===== src/acc_pkg.sv =====
// Shared constants and types of the converter control block.
// Assumes a single 125 MHz system clock and word-aligned Wishbone access.
package acc_pkg;

  localparam int CLK_PERIOD_NS  = 8;
  localparam int CLK_HZ         = 125000000;
  localparam int CODE_W         = 12;
  localparam int RAW_W          = 14;
  localparam int PIPE_DEPTH     = 5;
  localparam int BUF_DEPTH      = 2;

  // Conversion rate limits of the sample clock
  localparam int MAX_RATE_SPS   = 25000000;
  localparam int MIN_RATE_SPS   = 1000000;
  localparam int MIN_PERIOD_CYC = CLK_HZ / MAX_RATE_SPS;
  localparam int MAX_PERIOD_CYC = CLK_HZ / MIN_RATE_SPS;

  // Recovery and relock counts, in sample clock edges
  localparam int NAP_REC_EDGES  = 100;
  localparam int DCS_LOCK_EDGES = 100;

  // Sleep recovery time, least time rounded up
  localparam int SLEEP_REC_NS   = 1000000;
  localparam int SLEEP_REC_CYC  =
    (SLEEP_REC_NS + CLK_PERIOD_NS - 1) / CLK_PERIOD_NS;

  // Sample clock idle time that counts as stopped
  localparam int STOP_NS        = 10000;
  localparam int STOP_CYC       = (STOP_NS + CLK_PERIOD_NS - 1) / CLK_PERIOD_NS;

  // Format strap levels
  localparam logic [1:0] STRAP_GND   = 2'h0;
  localparam logic [1:0] STRAP_THIRD = 2'h1;
  localparam logic [1:0] STRAP_TWO3  = 2'h2;
  localparam logic [1:0] STRAP_VDD   = 2'h3;

  // Codes
  localparam logic [CODE_W-1:0] CODE_MSB    = 12'h800;
  localparam logic [CODE_W-1:0] OFF_MAX     = 12'hfff;
  localparam logic [CODE_W-1:0] OFF_MIN     = 12'h000;
  localparam logic [CODE_W-1:0] TWOS_MAX    = 12'h7ff;
  localparam logic [CODE_W-1:0] TWOS_MIN    = 12'h800;
  localparam logic signed [RAW_W-1:0] RAW_POS_FS = 14'sh07ff;
  localparam logic signed [RAW_W-1:0] RAW_NEG_FS = -14'sh0800;

  // Register map
  localparam int          ADR_W      = 8;
  localparam logic [7:0]  REG_CTRL   = 8'h00;
  localparam logic [7:0]  REG_STATUS = 8'h04;
  localparam logic [7:0]  REG_LAST   = 8'h08;

  localparam int CTRL_CAPTURE   = 0;
  localparam logic CTRL_CAPTURE_RST = 1'b1;

  localparam int ST_DCS_ON      = 0;
  localparam int ST_TWOS        = 1;
  localparam int ST_LOCKED      = 2;
  localparam int ST_POWERED     = 3;
  localparam int ST_RECOVER     = 4;
  localparam int ST_OVERRUN     = 5;
  localparam int ST_RATE_FAST   = 6;
  localparam int ST_RATE_SLOW   = 7;

  localparam int LAST_RANGE     = 12;

  typedef enum {
    ACC_RUN,
    ACC_NAP,
    ACC_SLEEP,
    ACC_REC_NAP,
    ACC_REC_SLEEP
  } acc_pwr_t;

endpackage : acc_pkg


===== src/acc_ctrl.sv =====
// Digital control and output side of a 12-bit pipelined sampling converter.
// Assumes all pins are synchronous to clk_i and software on classic Wishbone.
//
// Decided for this implementation: the register offsets and register access over Wishbone.
module acc_ctrl #(
  parameter int SLEEP_REC_CYC = acc_pkg::SLEEP_REC_CYC,
  parameter int STOP_CYC      = acc_pkg::STOP_CYC
) (
  input  wire logic                              clk_i,
  input  wire logic                              rst_i,
  input  wire logic                              wb_cyc_i,
  input  wire logic                              wb_stb_i,
  input  wire logic                              wb_we_i,
  input  wire logic [acc_pkg::ADR_W-1:0]         wb_adr_i,
  input  wire logic [3:0]                        wb_sel_i,
  input  wire logic [31:0]                       wb_dat_i,
  output logic      [31:0]                       wb_dat_o,
  output logic                                   wb_ack_o,
  input  wire logic                              sample_clk_i,
  input  wire logic signed [acc_pkg::RAW_W-1:0]  raw_sample_i,
  input  wire logic [1:0]                        mode_strap_i,
  input  wire logic                              power_down_ctrl_i,
  input  wire logic                              out_drive_n_i,
  input  wire logic                              out_ready_i,
  output logic      [acc_pkg::CODE_W-1:0]        sample_code_o,
  output logic                                   sample_code_oe_o,
  output logic                                   range_flag_o,
  output logic                                   range_flag_oe_o,
  output logic                                   sample_valid_o,
  output logic                                   int_clk_o
);

  localparam int DW    = acc_pkg::CODE_W + 1;
  localparam int CNT_W = $clog2(STOP_CYC + 1);
  localparam int REC_W = $clog2(SLEEP_REC_CYC + acc_pkg::NAP_REC_EDGES + 1);

  generate
    if (SLEEP_REC_CYC < 1 || STOP_CYC <= acc_pkg::MAX_PERIOD_CYC)
    begin : g_bad_param
      $error("acc_ctrl needs SLEEP_REC_CYC >= 1 and STOP_CYC > max period");
    end
  endgenerate

  acc_pkg::acc_pwr_t pwr_reg;
  logic              sclk_prev_reg;
  logic [CNT_W-1:0]  since_reg;
  logic [CNT_W-1:0]  period_reg;
  logic [6:0]        lock_cnt_reg;
  logic [REC_W-1:0]  rec_cnt_reg;
  logic [DW-1:0]     pipe_reg [acc_pkg::PIPE_DEPTH];
  logic [acc_pkg::PIPE_DEPTH-1:0] pv_reg;
  logic              capture_reg;
  logic              overrun_reg;
  logic              rate_fast_reg;
  logic              rate_slow_reg;
  logic [DW-1:0]     last_reg;
  logic              ack_reg;
  logic [31:0]       dat_reg;
  logic              oe_reg;
  logic              int_clk_reg;

  logic              rise;
  logic              stopped;
  logic              dcs_on;
  logic              twos;
  logic              locked;
  logic              powered;
  logic              recovering;
  logic              conv_ok;
  logic [acc_pkg::CODE_W-1:0] fmt_code;
  logic              fmt_over;
  logic              push_valid;
  logic              buf_ready;
  logic [DW-1:0]     buf_data;
  logic              wb_req;
  logic [31:0]       status;

  assign rise    = sample_clk_i & ~sclk_prev_reg;
  assign stopped = since_reg == CNT_W'(STOP_CYC);
  assign dcs_on  = mode_strap_i == acc_pkg::STRAP_THIRD
                 | mode_strap_i == acc_pkg::STRAP_TWO3;
  assign twos    = mode_strap_i == acc_pkg::STRAP_TWO3
                 | mode_strap_i == acc_pkg::STRAP_VDD;
  assign locked  = ~dcs_on
                 | lock_cnt_reg == 7'(acc_pkg::DCS_LOCK_EDGES);
  assign powered = pwr_reg != acc_pkg::ACC_NAP
                 && pwr_reg != acc_pkg::ACC_SLEEP;
  assign recovering = pwr_reg == acc_pkg::ACC_REC_NAP
                   || pwr_reg == acc_pkg::ACC_REC_SLEEP;
  assign conv_ok = pwr_reg == acc_pkg::ACC_RUN && locked;
  assign push_valid = rise & pv_reg[acc_pkg::PIPE_DEPTH-1] & capture_reg;

  acc_fmt u_fmt (
    .raw_i  (raw_sample_i),
    .twos_i (twos),
    .code_o (fmt_code),
    .over_o (fmt_over)
  );

  // Sample clock edge, period measure and stopped detection
  always_ff @(posedge clk_i)
  begin
    if (rst_i)
    begin
      sclk_prev_reg <= 1'b0;
      since_reg     <= '0;
      period_reg    <= '0;
      rate_fast_reg <= 1'b0;
      rate_slow_reg <= 1'b0;
    end
    else
    begin
      sclk_prev_reg <= sample_clk_i;
      if (rise)
      begin
        since_reg     <= '0;
        period_reg    <= since_reg + 1'b1;
        rate_fast_reg <= since_reg + 1'b1 < CNT_W'(acc_pkg::MIN_PERIOD_CYC);
        rate_slow_reg <= since_reg + 1'b1 > CNT_W'(acc_pkg::MAX_PERIOD_CYC);
      end
      else if (!stopped)
        since_reg <= since_reg + 1'b1;
      else
        rate_slow_reg <= 1'b1;
    end
  end

  // Internal clock: follows the pin with the stabiliser off; with it on, rises with the pin, falls at half the measured period
  always_ff @(posedge clk_i)
  begin
    if (rst_i)
      int_clk_reg <= 1'b0;
    else if (!dcs_on)
      int_clk_reg <= sample_clk_i;
    else if (rise)
      int_clk_reg <= 1'b1;
    else if (since_reg + 1'b1 >= {1'b0, period_reg[CNT_W-1:1]})
      int_clk_reg <= 1'b0;
  end

  // Stabiliser relock after a long stop
  always_ff @(posedge clk_i)
  begin
    if (rst_i || stopped)
      lock_cnt_reg <= '0;
    else if (rise && lock_cnt_reg != 7'(acc_pkg::DCS_LOCK_EDGES))
      lock_cnt_reg <= lock_cnt_reg + 1'b1;
  end

  // Power modes and their recovery
  always_ff @(posedge clk_i)
  begin
    if (rst_i)
    begin
      pwr_reg     <= acc_pkg::ACC_RUN;
      rec_cnt_reg <= '0;
    end
    else if (power_down_ctrl_i)
    begin
      rec_cnt_reg <= '0;
      pwr_reg <= out_drive_n_i ? acc_pkg::ACC_SLEEP
                               : acc_pkg::ACC_NAP;
    end
    else
    begin
      unique case (pwr_reg)
        acc_pkg::ACC_RUN:
          rec_cnt_reg <= '0;
        acc_pkg::ACC_NAP:
          pwr_reg <= acc_pkg::ACC_REC_NAP;
        acc_pkg::ACC_SLEEP:
          pwr_reg <= acc_pkg::ACC_REC_SLEEP;
        acc_pkg::ACC_REC_NAP:
          if (rise)
          begin
            if (rec_cnt_reg == REC_W'(acc_pkg::NAP_REC_EDGES - 1))
              pwr_reg <= acc_pkg::ACC_RUN;
            rec_cnt_reg <= rec_cnt_reg + 1'b1;
          end
        acc_pkg::ACC_REC_SLEEP:
        begin
          if (rec_cnt_reg == REC_W'(SLEEP_REC_CYC - 1))
            pwr_reg <= acc_pkg::ACC_RUN;
          rec_cnt_reg <= rec_cnt_reg + 1'b1;
        end
      endcase
    end
  end

  // Five-stage conversion pipeline, advanced on the rising edge only
  always_ff @(posedge clk_i)
  begin
    if (rise)
    begin
      pipe_reg[0] <= {fmt_over, fmt_code};
      for (int i = 1; i < acc_pkg::PIPE_DEPTH; i++)
        pipe_reg[i] <= pipe_reg[i-1];
    end
    if (rst_i || !powered)
      pv_reg <= '0;
    else if (rise)
      pv_reg <= {pv_reg[acc_pkg::PIPE_DEPTH-2:0], conv_ok};
  end

  acc_buf #(
    .W     (DW),
    .DEPTH (acc_pkg::BUF_DEPTH)
  ) u_buf (
    .clk_i       (clk_i),
    .rst_i       (rst_i),
    .in_valid_i  (push_valid),
    .in_ready_o  (buf_ready),
    .in_data_i   (pipe_reg[acc_pkg::PIPE_DEPTH-1]),
    .out_valid_o (sample_valid_o),
    .out_ready_i (out_ready_i),
    .out_data_o  (buf_data)
  );

  assign sample_code_o = buf_data[acc_pkg::CODE_W-1:0];
  assign range_flag_o  = buf_data[acc_pkg::CODE_W];
  assign int_clk_o     = int_clk_reg;

  // Output drivers off under drive control or in sleep and nap
  always_ff @(posedge clk_i)
  begin
    if (rst_i)
      oe_reg <= 1'b0;
    else
      oe_reg <= ~out_drive_n_i & powered;
  end

  assign sample_code_oe_o = oe_reg;
  assign range_flag_oe_o  = oe_reg;

  // Last code pushed to the buffer
  always_ff @(posedge clk_i)
  begin
    if (rst_i)
      last_reg <= '0;
    else if (push_valid && buf_ready)
      last_reg <= pipe_reg[acc_pkg::PIPE_DEPTH-1];
  end

  // Wishbone slave: one wait state, ack for one cycle
  assign wb_req = wb_cyc_i & wb_stb_i & ~ack_reg;

  always_comb
  begin
    status = '0;
    status[acc_pkg::ST_DCS_ON]    = dcs_on;
    status[acc_pkg::ST_TWOS]      = twos;
    status[acc_pkg::ST_LOCKED]    = locked;
    status[acc_pkg::ST_POWERED]   = powered;
    status[acc_pkg::ST_RECOVER]   = recovering;
    status[acc_pkg::ST_OVERRUN]   = overrun_reg;
    status[acc_pkg::ST_RATE_FAST] = rate_fast_reg;
    status[acc_pkg::ST_RATE_SLOW] = rate_slow_reg;
  end

  always_ff @(posedge clk_i)
  begin
    if (rst_i)
    begin
      ack_reg <= 1'b0;
      dat_reg <= '0;
    end
    else
    begin
      ack_reg <= wb_req;
      if (wb_req && !wb_we_i)
      begin
        unique case (wb_adr_i)
          acc_pkg::REG_CTRL:   dat_reg <= {31'h0, capture_reg};
          acc_pkg::REG_STATUS: dat_reg <= status;
          acc_pkg::REG_LAST:   dat_reg <= {19'h0, last_reg};
          default:             dat_reg <= '0;
        endcase
      end
    end
  end

  assign wb_ack_o = ack_reg;
  assign wb_dat_o = dat_reg;

  always_ff @(posedge clk_i)
  begin
    if (rst_i)
      capture_reg <= acc_pkg::CTRL_CAPTURE_RST;
    else if (wb_req && wb_we_i && wb_sel_i[0]
             && wb_adr_i == acc_pkg::REG_CTRL)
      capture_reg <= wb_dat_i[acc_pkg::CTRL_CAPTURE];
  end

  // Overrun sticky; a new overrun wins over a clear
  always_ff @(posedge clk_i)
  begin
    if (rst_i)
      overrun_reg <= 1'b0;
    else if (push_valid && !buf_ready)
      overrun_reg <= 1'b1;
    else if (wb_req && wb_we_i && wb_sel_i[0]
             && wb_adr_i == acc_pkg::REG_STATUS
             && wb_dat_i[acc_pkg::ST_OVERRUN])
      overrun_reg <= 1'b0;
  end
endmodule : acc_ctrl


===== src/acc_fmt.sv =====
// Clamp and output format of one raw sample.
// Assumes the raw value is a signed count of code steps around zero input.
module acc_fmt (
  input  wire logic signed [acc_pkg::RAW_W-1:0]  raw_i,
  input  wire logic                              twos_i,
  output logic             [acc_pkg::CODE_W-1:0] code_o,
  output logic                                   over_o
);

  logic hi;
  logic lo;

  always_comb
  begin
    hi     = raw_i > acc_pkg::RAW_POS_FS;
    lo     = raw_i < acc_pkg::RAW_NEG_FS;
    over_o = hi | lo;
    if (hi)
      code_o = twos_i ? acc_pkg::TWOS_MAX : acc_pkg::OFF_MAX;
    else if (lo)
      code_o = twos_i ? acc_pkg::TWOS_MIN : acc_pkg::OFF_MIN;
    else if (twos_i)
      code_o = raw_i[acc_pkg::CODE_W-1:0];
    else
      code_o = raw_i[acc_pkg::CODE_W-1:0] ^ acc_pkg::CODE_MSB;
  end

endmodule : acc_fmt


===== src/acc_buf.sv =====
// Small shift buffer with valid and ready on both sides.
// Assumes one synchronous active-high reset; head entry is registered.
module acc_buf #(
  parameter int W     = 13,
  parameter int DEPTH = 2
) (
  input  wire logic         clk_i,
  input  wire logic         rst_i,
  input  wire logic         in_valid_i,
  output logic              in_ready_o,
  input  wire logic [W-1:0] in_data_i,
  output logic              out_valid_o,
  input  wire logic         out_ready_i,
  output logic      [W-1:0] out_data_o
);

  generate
    if (DEPTH < 1)
    begin : g_bad_depth
      $error("acc_buf needs DEPTH of at least 1");
    end
  endgenerate

  logic [W-1:0]     mem_reg  [DEPTH];
  logic [W-1:0]     mem_next [DEPTH];
  logic [DEPTH-1:0] v_reg;
  logic [DEPTH-1:0] v_next;
  logic             push;
  logic             pop;
  logic             placed;

  assign pop         = v_reg[0] & out_ready_i;
  assign in_ready_o  = ~v_reg[DEPTH-1] | out_ready_i;
  assign push        = in_valid_i & in_ready_o;
  assign out_valid_o = v_reg[0];
  assign out_data_o  = mem_reg[0];

  always_comb
  begin
    placed   = 1'b0;
    mem_next = mem_reg;
    v_next   = v_reg;
    if (pop)
    begin
      for (int i = 0; i < DEPTH - 1; i++)
      begin
        mem_next[i] = mem_reg[i+1];
        v_next[i]   = v_reg[i+1];
      end
      v_next[DEPTH-1] = 1'b0;
    end
    if (push)
    begin
      for (int i = 0; i < DEPTH; i++)
      begin
        if (!placed && !v_next[i])
        begin
          mem_next[i] = in_data_i;
          v_next[i]   = 1'b1;
          placed      = 1'b1;
        end
      end
    end
  end

  always_ff @(posedge clk_i)
  begin
    mem_reg <= mem_next;
    if (rst_i)
      v_reg <= '0;
    else
      v_reg <= v_next;
  end

endmodule : acc_buf


===== config.mk =====
export PLATFORM = sky130hd
export DESIGN_NAME = acc_ctrl
export DESIGN_NICKNAME = d
export VERILOG_FILES = /design/src/acc_pkg.sv /design/src/acc_ctrl.sv /design/src/acc_fmt.sv /design/src/acc_buf.sv
export SDC_FILE = /design/constraint.sdc
export NUM_CORES = 1
export LEC_CHECK = 0
export ABC_CLOCK_PERIOD_IN_PS = 7540
export BUFFER_PORTS_ARGS = -buffer_cell sky130_fd_sc_hd__buf_2
export CORE_ASPECT_RATIO = 1.4
export CORE_MARGIN = 2
export CORE_UTILIZATION = 61
export DETAILED_ROUTE_END_ITERATION = 10
export PLACE_DENSITY = 0.9
export RECOVER_POWER = 50
export SKIP_LAST_GASP = 1
export SLEW_MARGIN = 10
export SYNTH_ARGS = -nofsm -noshare
export SYNTH_HDL_FRONTEND = slang
export SYNTH_HIERARCHICAL = 1
export SYNTH_SLANG_ARGS = --single-unit

===== constraint.sdc =====
create_clock -name clk_i -period 7.54 [get_ports clk_i]
set_input_delay 0.754 -clock clk_i [delete_from_list [all_inputs] [get_ports clk_i]]
set_output_delay 0.754 -clock clk_i [all_outputs]
set_load 0.005 [all_outputs]

==> results.ini, run 1 <==
[global_route]
grtUsageTotal_pct=22.2
grt_pass1_wl_mm=24.5
antenna_found_initial=0
overflow=0
grt_max_degree=96
grt_pass1_vias=5166

[timing]
fin_crit_sh_pct=40.1
slew_headroom_pct=-62.6
fin_tns_setup_ns=0
max_freq_mhz=331
slew_violations=70
tightest_slew_ns=2.44
min_period_ns=3.02
clock_skew_ns=0.0119
setup_viol=0
grt_setup_unrepaired=false
finalHoldViolCount=0

[logic_synthesis]
synth_fa_ha_area_share_pct=2.64
synth-seq-area-share_pct=55.2
async_flop_share_pct=0
ys_ff_latch=180
yosys_warnings=6
synth_top_family_by_area=simple AND/OR/NAND/NOR gates
synth_compound_area_share_pct=11.3
yosysUniqueCellTypes=68
synthSimpleGateAreaFrac_pct=14.4
synth_edf_count=78
syn_area_per_cell_um2=11.4
synth-xor-area-share_pct=3.07
netlist_instances=696
synth_mux_area_share_pct=6.69
synth_ff_type=dfxtp_1
syn_area_um2=7950

[clocking]
post_cts_buffers=0
clk_latency_ns=0.44
clkTransAtPathRegs_ns=0.07
cts_buffer_depth=2
cts_buffers=17
cts_tree=done
cts_root_buf=clkbuf_16
ctsResizeCount=0
clock_sinks=180
htreeDepth=4
cts_hold_buf=0

[detailed_routing]
post_drt_wl_per_cell_um=16.7
viasPerCell=5.88
drt_first_pass_iters=5
drc=0
num_vias=5307
drtIter0Drc=329
drtAntennaViolNets=0
routed_wl_mm=15.1

[setup_path]
cp.required_ns=7.85
crit_path_end=int_clk_o
setup.worst_path.class=in2reg
rr_worst_depth=3
crit_family=buffers and inverters
r2r_start=u_buf/v_reg[0]
slowest_stage=clkbuf_1
path_depth=5
max_stage_delay_ns=1.70
r2r-end=u_buf/out_data_o[0]
r2r_slack_ns=4.64
cp-startpoint=rst_i
crit_buf_inv=1
cp_cell_sequence=clkbuf_1 > nor2b_1 > a21boi_0 > nor4_1 > a2bb2oi_1
cp_max_fo=55
arrival_ns=3.34
crit_path_end_kind=register
cp-start-kind=primary input

[run]
drv_cap=2

[min_path]
hold_class=reg2reg

[cells_and_area]
layout-drive-gt1-share_pct=18.6
fin_util_pct=67.6
area_delta_synth_final_pct=8.99
nets=821
num_antenna_cells=0
largest_register_ff_count=65

[floorplan]
initial_utilization_pct=62.0
rows=49
io_pins=119
die_area_um2=14000
die_w_um=100
coreArea_um2=12800
dieHeight_um=139

[pwr]
irDropWorstVdd_mv=0.145
power.leakage_nw=3.48
p_per_area_nw_per_um2=240

[outcome]
violations=capacitance limit, slew limit
outcome=finished with violations

[placed_design]
gp_congestion=0.855
hpwl_mm=10.2
portBuffers=66

-- how the worst min path moves through the flow --
stage | from | to | slack (ns) | cells after the start
final | pipe_reg[0][51] | pipe_reg[0][64] | 0.42 | 0
after CTS | pipe_reg[0][51] | pipe_reg[0][64] | 0.42 | 0
after floorplan | pipe_reg[0][0] | pipe_reg[0][13] | 0.40 | 0
after global routing | pipe_reg[0][3] | pipe_reg[0][16] | 0.43 | 0
after global placement | pipe_reg[0][21] | pipe_reg[0][34] | 0.40 | 0
after detailed placement | pipe_reg[0][16] | pipe_reg[0][29] | 0.40 | 0
-- area by class of cell --
cell class,count,area (um^2)
Clock buffer,19,454
Clock inverter,13,135
Timing Repair Buffer,67,324
Sequential cell,180,4380
Fill cell,899,4150
Multi-Input combinational cell,440,3060
Tap cell,153,191
Inverter,30,113
-- synth_stat cells (all sizes together), types with 4 or more instances --
| library cell | n | area, um^2 |
|---|---|---|
| o31ai | 4 | 30.0 |
| inv | 30 | 113 |
| or3 | 8 | 50.1 |
| clkbuf | 14 | 52.6 |
| a21boi | 14 | 135 |
| dfxtp | 102 | 2040 |
| nor4 | 4 | 31.3 |
| nor4b | 5 | 58.8 |
| o21ai | 14 | 73.8 |
| and3 | 6 | 37.5 |
| nor2 | 81 | 304 |
| xor2 | 13 | 114 |
| ha | 16 | 200 |
| or4 | 4 | 33.8 |
| a21oi | 24 | 120 |
| mux2 | 27 | 372 |
| mux2i | 16 | 160 |
| nand2 | 30 | 115 |
| a22oi | 14 | 105 |
| buf | 50 | 372 |
| nand3 | 12 | 60.1 |
| a211oi | 12 | 90.1 |
| nand4 | 15 | 121 |
| o22ai | 13 | 138 |
| nor2b | 4 | 25.0 |
| edfxtp | 78 | 2340 |
| xnor2 | 14 | 130 |
| nand2b | 9 | 56.3 |
| nor3 | 19 | 95.1 |
| a22o | 6 | 52.6 |
-- where the power goes --
group,total [mW],leakage [nW],internal [mW],switching [mW]
Clock,0.879,0.291,0.487,0.393
Combinational,0.127,1.63,0.0476,0.0792
Sequential,1.08,1.56,1.05,0.0223
Total,2.08,3.48,1.59,0.494
-- stage by stage --
step / setup slack, ns / cells / hold WS [ns] / total power, mW / area (um^2)
2_1_floorplan: 3.79 / 714 / 0.400 / 1.19 / 8020
3_3_place_gp: 4.53 / 870 / 0.403 / 1.21 / 8120
3_5_place_dp: 4.37 / 870 / 0.405 / 1.22 / 8120
4_1_cts: 4.69 / 902 / 0.418 / 2.09 / 8710
5_1_grt: 4.27 / 902 / 0.425 / 2.15 / 8660
6_report: 4.52 / 902 / 0.419 / 2.08 / 8660
-- kinds of logic (layout without fill, tap and decap cells) --
kind of cell	count (synthesis)	count (layout)
AO/OA/AOI/OAI	118	118
XOR/XNOR	27	27
adder cells (fa/ha/maj)	17	17
buffers and inverters	94	129
flip-flops	180	180
multiplexers	43	43
other	1	19
AND/OR/NAND/NOR	216	216
-- cell usage in the layout (no fill, tap or decap), types with 5 or more instances in the layout --
cell type,n
a21oi_1,24
mux2_4,18
conb_1,19
xnor2_1,13
mux2i_1,16
nand3_1,12
and3_1,6
edfxtp_1,78
or3_1,8
nand2b_1,9
inv_1,29
mux2_2,9
nand4_1,12
clkbuf_16,18
o21ai_0,14
clkbuf_1,12
dfxtp_1,102
buf_2,55
a21boi_0,14
a211oi_1,12
xor2_1,13
nand2_1,29
inv_6,5
o22ai_2,9
nor2_1,81
ha_1,16
a22oi_1,14
a22o_1,6
nor3_1,19
-- routing by layer --
metal / share of wire [%] / track usage (%) / up-vias
met4: 2.7 / 9.88 / 0
met3: 5.3 / 5.14 / 31
met1: 40 / 25.3 / 2544
met5: 0 / 0 / -
met2: 52 / 39.1 / 200
li1: - / - / 2532
(Power assumes the default switching activity.)
==> inputs of run 2 (changes only) <==
- ABC_CLOCK_PERIOD_IN_PS: 7540 -> 2450
- CORE_UTILIZATION: 61 -> 51
- PLACE_DENSITY: 0.9 -> 0.8
- clock period: 7.54 -> 2.45 ns (I/O delays scaled with it)
==> results.ini, run 2 (synthesis gave the netlist of run 1 again) <==
[outcome]
outcome=finished clean  ; was finished with violations

[setup_path]
cp.required_ns=2.81  ; was 7.85 ns
crit_top_cell=a211oi_1
arrival_ns=2.63  ; was 3.34 ns
slowest_stage=dfxtp_1  ; was clkbuf_1
max_stage_delay_ns=0.34  ; was 1.70 ns
setup.worst_path.class=reg2reg  ; was in2reg
crit_family=compound AO/OA/AOI/OAI gates  ; was buffers and inverters
cp-start-kind=register  ; was primary input
cp_cell_sequence=buf_4 > nand2_1 > nor3b_1 > xnor2_1 > inv_1 > ha_1 > a211oi_1 > nand3_1 > a211oi_1 > a2bb2oi_1  ; was clkbuf_1 > nor2b_1 > a21boi_0 > nor4_1 > a2bb2oi_1
crit_buf_inv=2  ; was 1
cp_max_fo=6  ; was 55
crit_path_end_kind=register  ; unchanged

[floorplan]
rows=54  ; was 49
die_w_um=110  ; was 100 um
io_pins=119  ; unchanged
initial_utilization_pct=51.6  ; was 62.0%
coreArea_um2=15400  ; was 12800 um^2
dieHeight_um=152  ; was 139 um
die_area_um2=16600  ; was 14000 um^2

[detailed_routing]
drt_first_pass_iters=7  ; was 5
num_vias=5200  ; was 5307
drtIter0Drc=345  ; was 329
drtAntennaViolNets=0  ; unchanged
post_drt_wl_per_cell_um=14.9  ; was 16.7 um
routed_wl_mm=14.3  ; was 15.1 mm
drc=0  ; unchanged
viasPerCell=5.42  ; was 5.88

[pwr]
p_per_area_nw_per_um2=712  ; was 240 nW/um^2
p_seq_share_pct=52.9  ; was 51.7%
switchingPower_mw=1.46  ; was 0.494 mW
p_sw_share_pct=23.3  ; was 23.7%
comb_power_share_pct=6.3  ; was 6.1%
irDropWorstVdd_mv=0.420  ; was 0.145 mV
power.internal_mw=4.80  ; was 1.59 mW
p_clk_share_pct=40.8  ; was 42.2%
power.leakage_nw=3.45  ; was 3.48 nW

[clocking]
clkTransAtPathRegs_ns=0.07  ; about the same
clk_latency_ns=0.43  ; was 0.44 ns
htreeDepth=4  ; unchanged
clock_sinks=180  ; unchanged
cts_buffers=17  ; unchanged
cts_root_buf=clkbuf_16  ; unchanged
cts_buffer_depth=2  ; unchanged
cts_tree=done  ; unchanged

[cells_and_area]
largest_register_ff_count=65  ; unchanged
layout-drive-gt1-share_pct=17.8  ; was 18.6%
area_delta_synth_final_pct=10.6  ; was 8.99%
nets=835  ; was 821
final_cell_mix=102 x dfxtp_1, 81 x nor2_1, 78 x edfxtp_1, 39 x buf_2, 31 x clkbuf_1  ; was 102 x dfxtp_1, 81 x nor2_1, 78 x edfxtp_1, 55 x buf_2
final_common_cell=dfxtp_1  ; unchanged
fin_util_pct=57.1  ; was 67.6%

[placed_design]
portBuffers=66  ; unchanged
gp_congestion=0.828  ; was 0.855
hpwl_mm=10.1  ; was 10.2 mm

[timing]
slew_headroom_pct=20.8  ; was -62.6%
min_period_ns=2.27
fin_crit_sh_pct=92.7
finalHoldViolCount=0  ; unchanged
clock_skew_ns=0.00905  ; was 0.0119 ns
setup_viol=0  ; unchanged
max_freq_mhz=440
grt_setup_unrepaired=false  ; unchanged
slew_violations=0  ; was 70
fin_tns_setup_ns=0  ; unchanged
tightest_slew_ns=1.19  ; was 2.44 ns

[global_route]
grt_max_degree=97  ; was 96
grtUsageTotal_pct=18.0  ; was 22.2%
grt-busiest-layer=met2  ; unchanged
overflow=0  ; unchanged
grt_use_met2_pct=31.7  ; was 39.1%
gr-usage-met1_pct=21.3  ; was 25.3%
grt_pass1_vias=4899  ; was 5166
use_met3_pct=4.23  ; was 5.14%
grt_pass1_wl_mm=23.2  ; was 24.5 mm
antenna_found_initial=1  ; was 0

[min_path]
hold_class=in2reg  ; was reg2reg

[run]
drv_cap=0  ; was 2

[run 2: area by class of cell]
class | instances | area (um^2)
Multi-Input combinational cell | 440 | 3070
Clock inverter | 12 | 97.6
Inverter | 30 | 114
Fill cell | 1271 | 6610
Sequential cell | 180 | 4380
Timing Repair Buffer | 81 | 410
Tap cell | 196 | 245
Clock buffer | 20 | 468
Antenna cell | 1 | 2.50
[run 2: stage by stage]
step	area, um^2	power (mW)	hold slack [ns]	worst slack (ns)	instances
after floorplan	8020	3.67	0.314	0.00226	714
after global placement	8290	3.76	0.400	0.248	927
after detailed placement	8290	3.78	0.405	0.222	927
after CTS	8860	6.31	0.0353	0.187	959
after global routing	8790	6.48	0.0322	0.00346	959
final	8790	6.26	0.0421	0.178	960
[run 2: path summary, 6_finish.rpt]
check             cells past startpoint       startpoint               to  slack (ns)
setup / recovery                     10     since_reg[0]        int_clk_o        0.18
hold / removal                        2    out_drive_n_i  range_flag_oe_o        0.04
setup reg to reg                     10     since_reg[0]        int_clk_o        0.18
hold reg to reg                       0  pipe_reg[0][48]  pipe_reg[0][61]        0.42
[run 2: routing by layer]
| metal | part of all wire, % | wire length, um |
|---|---|---|
| met5 | 0 | 0 |
| met4 | 1.1 | 153 |
| met3 | 4.7 | 675 |
| met2 | 52 | 7470 |
| met1 | 42 | 6050 |
[run 2: worst register-to-register path, cell delays in order, from the launching register on]
cell       delay, ns
dfxtp_1         0.34
buf_4           0.16
nand2_1         0.11
nor3b_1         0.25
xnor2_1         0.21
inv_1           0.10
ha_1            0.30
a211oi_1        0.22
nand3_1         0.10
a211oi_1        0.24
a2bb2oi_1       0.18
[run 2: power by group through the flow]
stage	clock network, mW	registers (mW)	logic, mW
finish	2.55	3.31	0.395
global route	2.71	3.32	0.447
CTS	2.60	3.31	0.404
detailed placement	0	3.37	0.403
global placement	0	3.37	0.392
floorplan	0	3.34	0.328
[run 2: repair_timing]
| action | CTS | global route |
|---|---|---|
| endpoints found under the setup margin | 0 | 1 |
| gates resized for setup | 0 | 1 |
| hold buffers | 0 | 0 |
| buffers inserted | 0 | 0 |
==> inputs of run 3 (changes only) <==
- PLACE_DENSITY: 0.8 -> 0.81
- SYNTH_HIERARCHICAL: 1 -> unset
==> results.ini, run 3 <==
[global_route]
grt_pass1_vias=4783  ; was 4899
grt_pass1_wl_mm=22.2  ; was 23.2 mm
grt_max_degree=72  ; was 97
grtUsageTotal_pct=17.6  ; was 18.0%
antenna_found_initial=0  ; was 1
overflow=0  ; unchanged

[cells_and_area]
fin_cells=981  ; was 960
fin_area_um2=8550  ; was 8790 um^2
area_delta_synth_final_pct=12.7  ; was 10.6%
layout-drive-gt1-share_pct=13.4  ; was 17.8%
largest_register_ff_count=65  ; unchanged
fin_util_pct=59.0  ; was 57.1%
final_common_cell=dfxtp_1  ; unchanged
num_antenna_cells=0  ; was 1
nets=864  ; was 835
final_cell_mix=100 x dfxtp_1, 96 x nor2_1, 79 x nand2_1, 78 x edfxtp_1, 45 x buf_2  ; was 102 x dfxtp_1, 81 x nor2_1, 78 x edfxtp_1, 39 x buf_2, 31 x clkbuf_1

[logic_synthesis]
synth_most_common_cell=dfxtp_1  ; unchanged
ys_ff_latch=180  ; unchanged
syn_area_per_cell_um2=10.5  ; was 11.4 um^2
syn_area_um2=7590  ; was 7950 um^2
yosysTopAreaCellShare_pct=30.9  ; was 29.5%
yosysUniqueCellTypes=65  ; was 68
synth_edf_count=78  ; unchanged
synth-seq-area-share_pct=57.8  ; was 55.2%
netlist_instances=724  ; was 696
synth_ff_type=dfxtp_1  ; unchanged
yosys_warnings=0  ; was 6
synth_common_cells=102 x dfxtp_1, 96 x nor2_1, 79 x nand2_1  ; was 102 x dfxtp_1, 81 x nor2_1, 78 x edfxtp_1
synthTopCellsByArea=edfxtp_1 31%, dfxtp_1 27%, nor2_1 4.7%  ; was edfxtp_1 29%, dfxtp_1 26%, nor2_1 3.8%
async_flop_share_pct=0  ; unchanged
yosys.area.top_type=edfxtp_1  ; unchanged

[setup_path]
cp.required_ns=2.79  ; was 2.81 ns
slowest_stage=dfxtp_1  ; unchanged
setup.worst_path.class=reg2reg  ; unchanged
max_stage_delay_ns=0.41  ; was 0.34 ns
cp_max_fo=6  ; unchanged
arrival_ns=2.61  ; was 2.63 ns
crit_path_end_kind=register  ; unchanged
crit_buf_inv=1  ; was 2
cp-start-kind=register  ; unchanged
crit_family=compound AO/OA/AOI/OAI gates  ; unchanged
cp_cell_sequence=and4_1 > nand2_1 > xnor2_2 > inv_2 > ha_1 > and3_1 > a221oi_1 > a211oi_2 > o221ai_1  ; was buf_4 > nand2_1 > nor3b_1 > xnor2_1 > inv_1 > ha_1 > a211oi_1 > nand3_1 > a211oi_1 > a2bb2oi_1

[floorplan]
die_w_um=107  ; was 110 um
coreArea_um2=14500  ; was 15400 um^2
initial_utilization_pct=52.3  ; was 51.6%
die_area_um2=15900  ; was 16600 um^2
dieHeight_um=148  ; was 152 um
io_pins=119  ; unchanged
rows=52  ; was 54

[clocking]
post_cts_buffers=0  ; unchanged
cts_root_buf=clkbuf_16  ; unchanged
cts_buffers=17  ; unchanged
cts_buffer_depth=2  ; unchanged
cts_tree=done  ; unchanged
clk_latency_ns=0.42  ; was 0.43 ns
htreeDepth=4  ; unchanged
clkTransAtPathRegs_ns=0.07  ; about the same
clock_sinks=180  ; unchanged

[pwr]
irDropWorstVdd_mv=0.414  ; was 0.420 mV
p_per_area_nw_per_um2=741  ; was 712 nW/um^2
p_total_mw=6.34  ; was 6.26 mW
power.leakage_nw=3.19  ; was 3.45 nW

[timing]
grt_setup_unrepaired=false  ; unchanged
fin_crit_sh_pct=92.6  ; was 92.7%
holdWs_ns=0.0544  ; was 0.0421 ns
finalHoldViolCount=0  ; unchanged
tightest_slew_ns=0.975  ; was 1.19 ns
layout_setup_ws_ns=0.182  ; was 0.178 ns
setup_viol=0  ; unchanged
clock_skew_ns=0.00915  ; was 0.00905 ns
slew_violations=0  ; unchanged
fin_tns_setup_ns=0  ; unchanged
slew_headroom_pct=35.0  ; was 20.8%
max_freq_mhz=441  ; was 440 MHz
min_period_ns=2.27  ; about the same

[detailed_routing]
routed_wl_mm=13.6  ; was 14.3 mm
drtIter0Drc=283  ; was 345
drtAntennaViolNets=0  ; unchanged
drt_first_pass_iters=5  ; was 7
post_drt_wl_per_cell_um=13.8  ; was 14.9 um
drc=0  ; unchanged
viasPerCell=5.31  ; was 5.42
num_vias=5212  ; was 5200

[placed_design]
dp.cells=948  ; was 927
dpl_worst_slack_ns=0.191  ; was 0.222 ns
placed_area_um2=7980  ; was 8290 um^2
gp_congestion=0.835  ; was 0.828
portBuffers=66  ; unchanged
hpwl_mm=9.08  ; was 10.1 mm

[min_path]
hold_class=in2reg  ; unchanged

[outcome]
outcome=finished clean  ; unchanged

[run]
drv_cap=0  ; unchanged

[run 3: cell count changes after synthesis, sizes merged, moves of 8 or more]
cell / before / now
a21oi: 24 / 41
nand2: 30 / 79
o22ai: 13 / 1
o21ai: 14 / 28
clkbuf: 14 / 22
mux2: 27 / 0
a21boi: 14 / 3
nor2: 81 / 96
[run 3: final timing paths]
check	startpoint	end	slack, ns	depth (start not counted)
worst max-delay path	since_reg[3]	int_clk_o	0.18	9
worst min-delay path	wb_dat_i[0]	capture_reg	0.05	3
worst max register to register	since_reg[3]	int_clk_o	0.18	9
worst min register to register	pipe_reg[0][39]	pipe_reg[0][52]	0.42	0
[run 3: layout make-up]
class                   instances  area [um^2]
clock buffers                  17          425
clock inverters                15          176
fillers                      1186         5960
inverters                      25         95.1
multi-input cells             472         2810
flip-flops and latches        180         4390
well taps                     189          236
repair buffers                 83          428
[run 3: layer usage]
layer	part of all wire [%]	wire length, um	GRT usage [%]
met1	43	5820	21.8
met2	50	6810	29.8
met3	5.1	687	4.25
met4	1.8	250	6.23
met5	0	0	0
[run 3: report_power, final]
part           internal, mW  total (mW)  switching [mW]
combinational         0.127       0.343           0.216
clock                  1.46        2.70            1.23
sequential             3.24        3.30          0.0512
[run 3: timing repair]
item	CTS	global route
resized for setup	0	4
hold buffers	1	0
hold endpoints to repair	1	0
setup endpoints to repair	0	1
[run 3: kinds of logic after synthesis]
family | count (synthesis) | share of synthesized area, %
adder cells (fa/ha/maj) | 16 | 2.64
XOR/XNOR | 28 | 3.23
multiplexers | 18 | 2.37
AND/OR/NAND/NOR | 273 | 18.1
flip-flops | 180 | 57.8
buffers and inverters | 90 | 6.17
AO/OA/AOI/OAI | 118 | 9.66
other | 1 | 0.0494
[run 3: tightest hold or removal path, delay by kind of cell]
kind          cells  cell delay [ns]
buf+inv           1             0.08
simple gates      1             0.06
mux               1             0.05
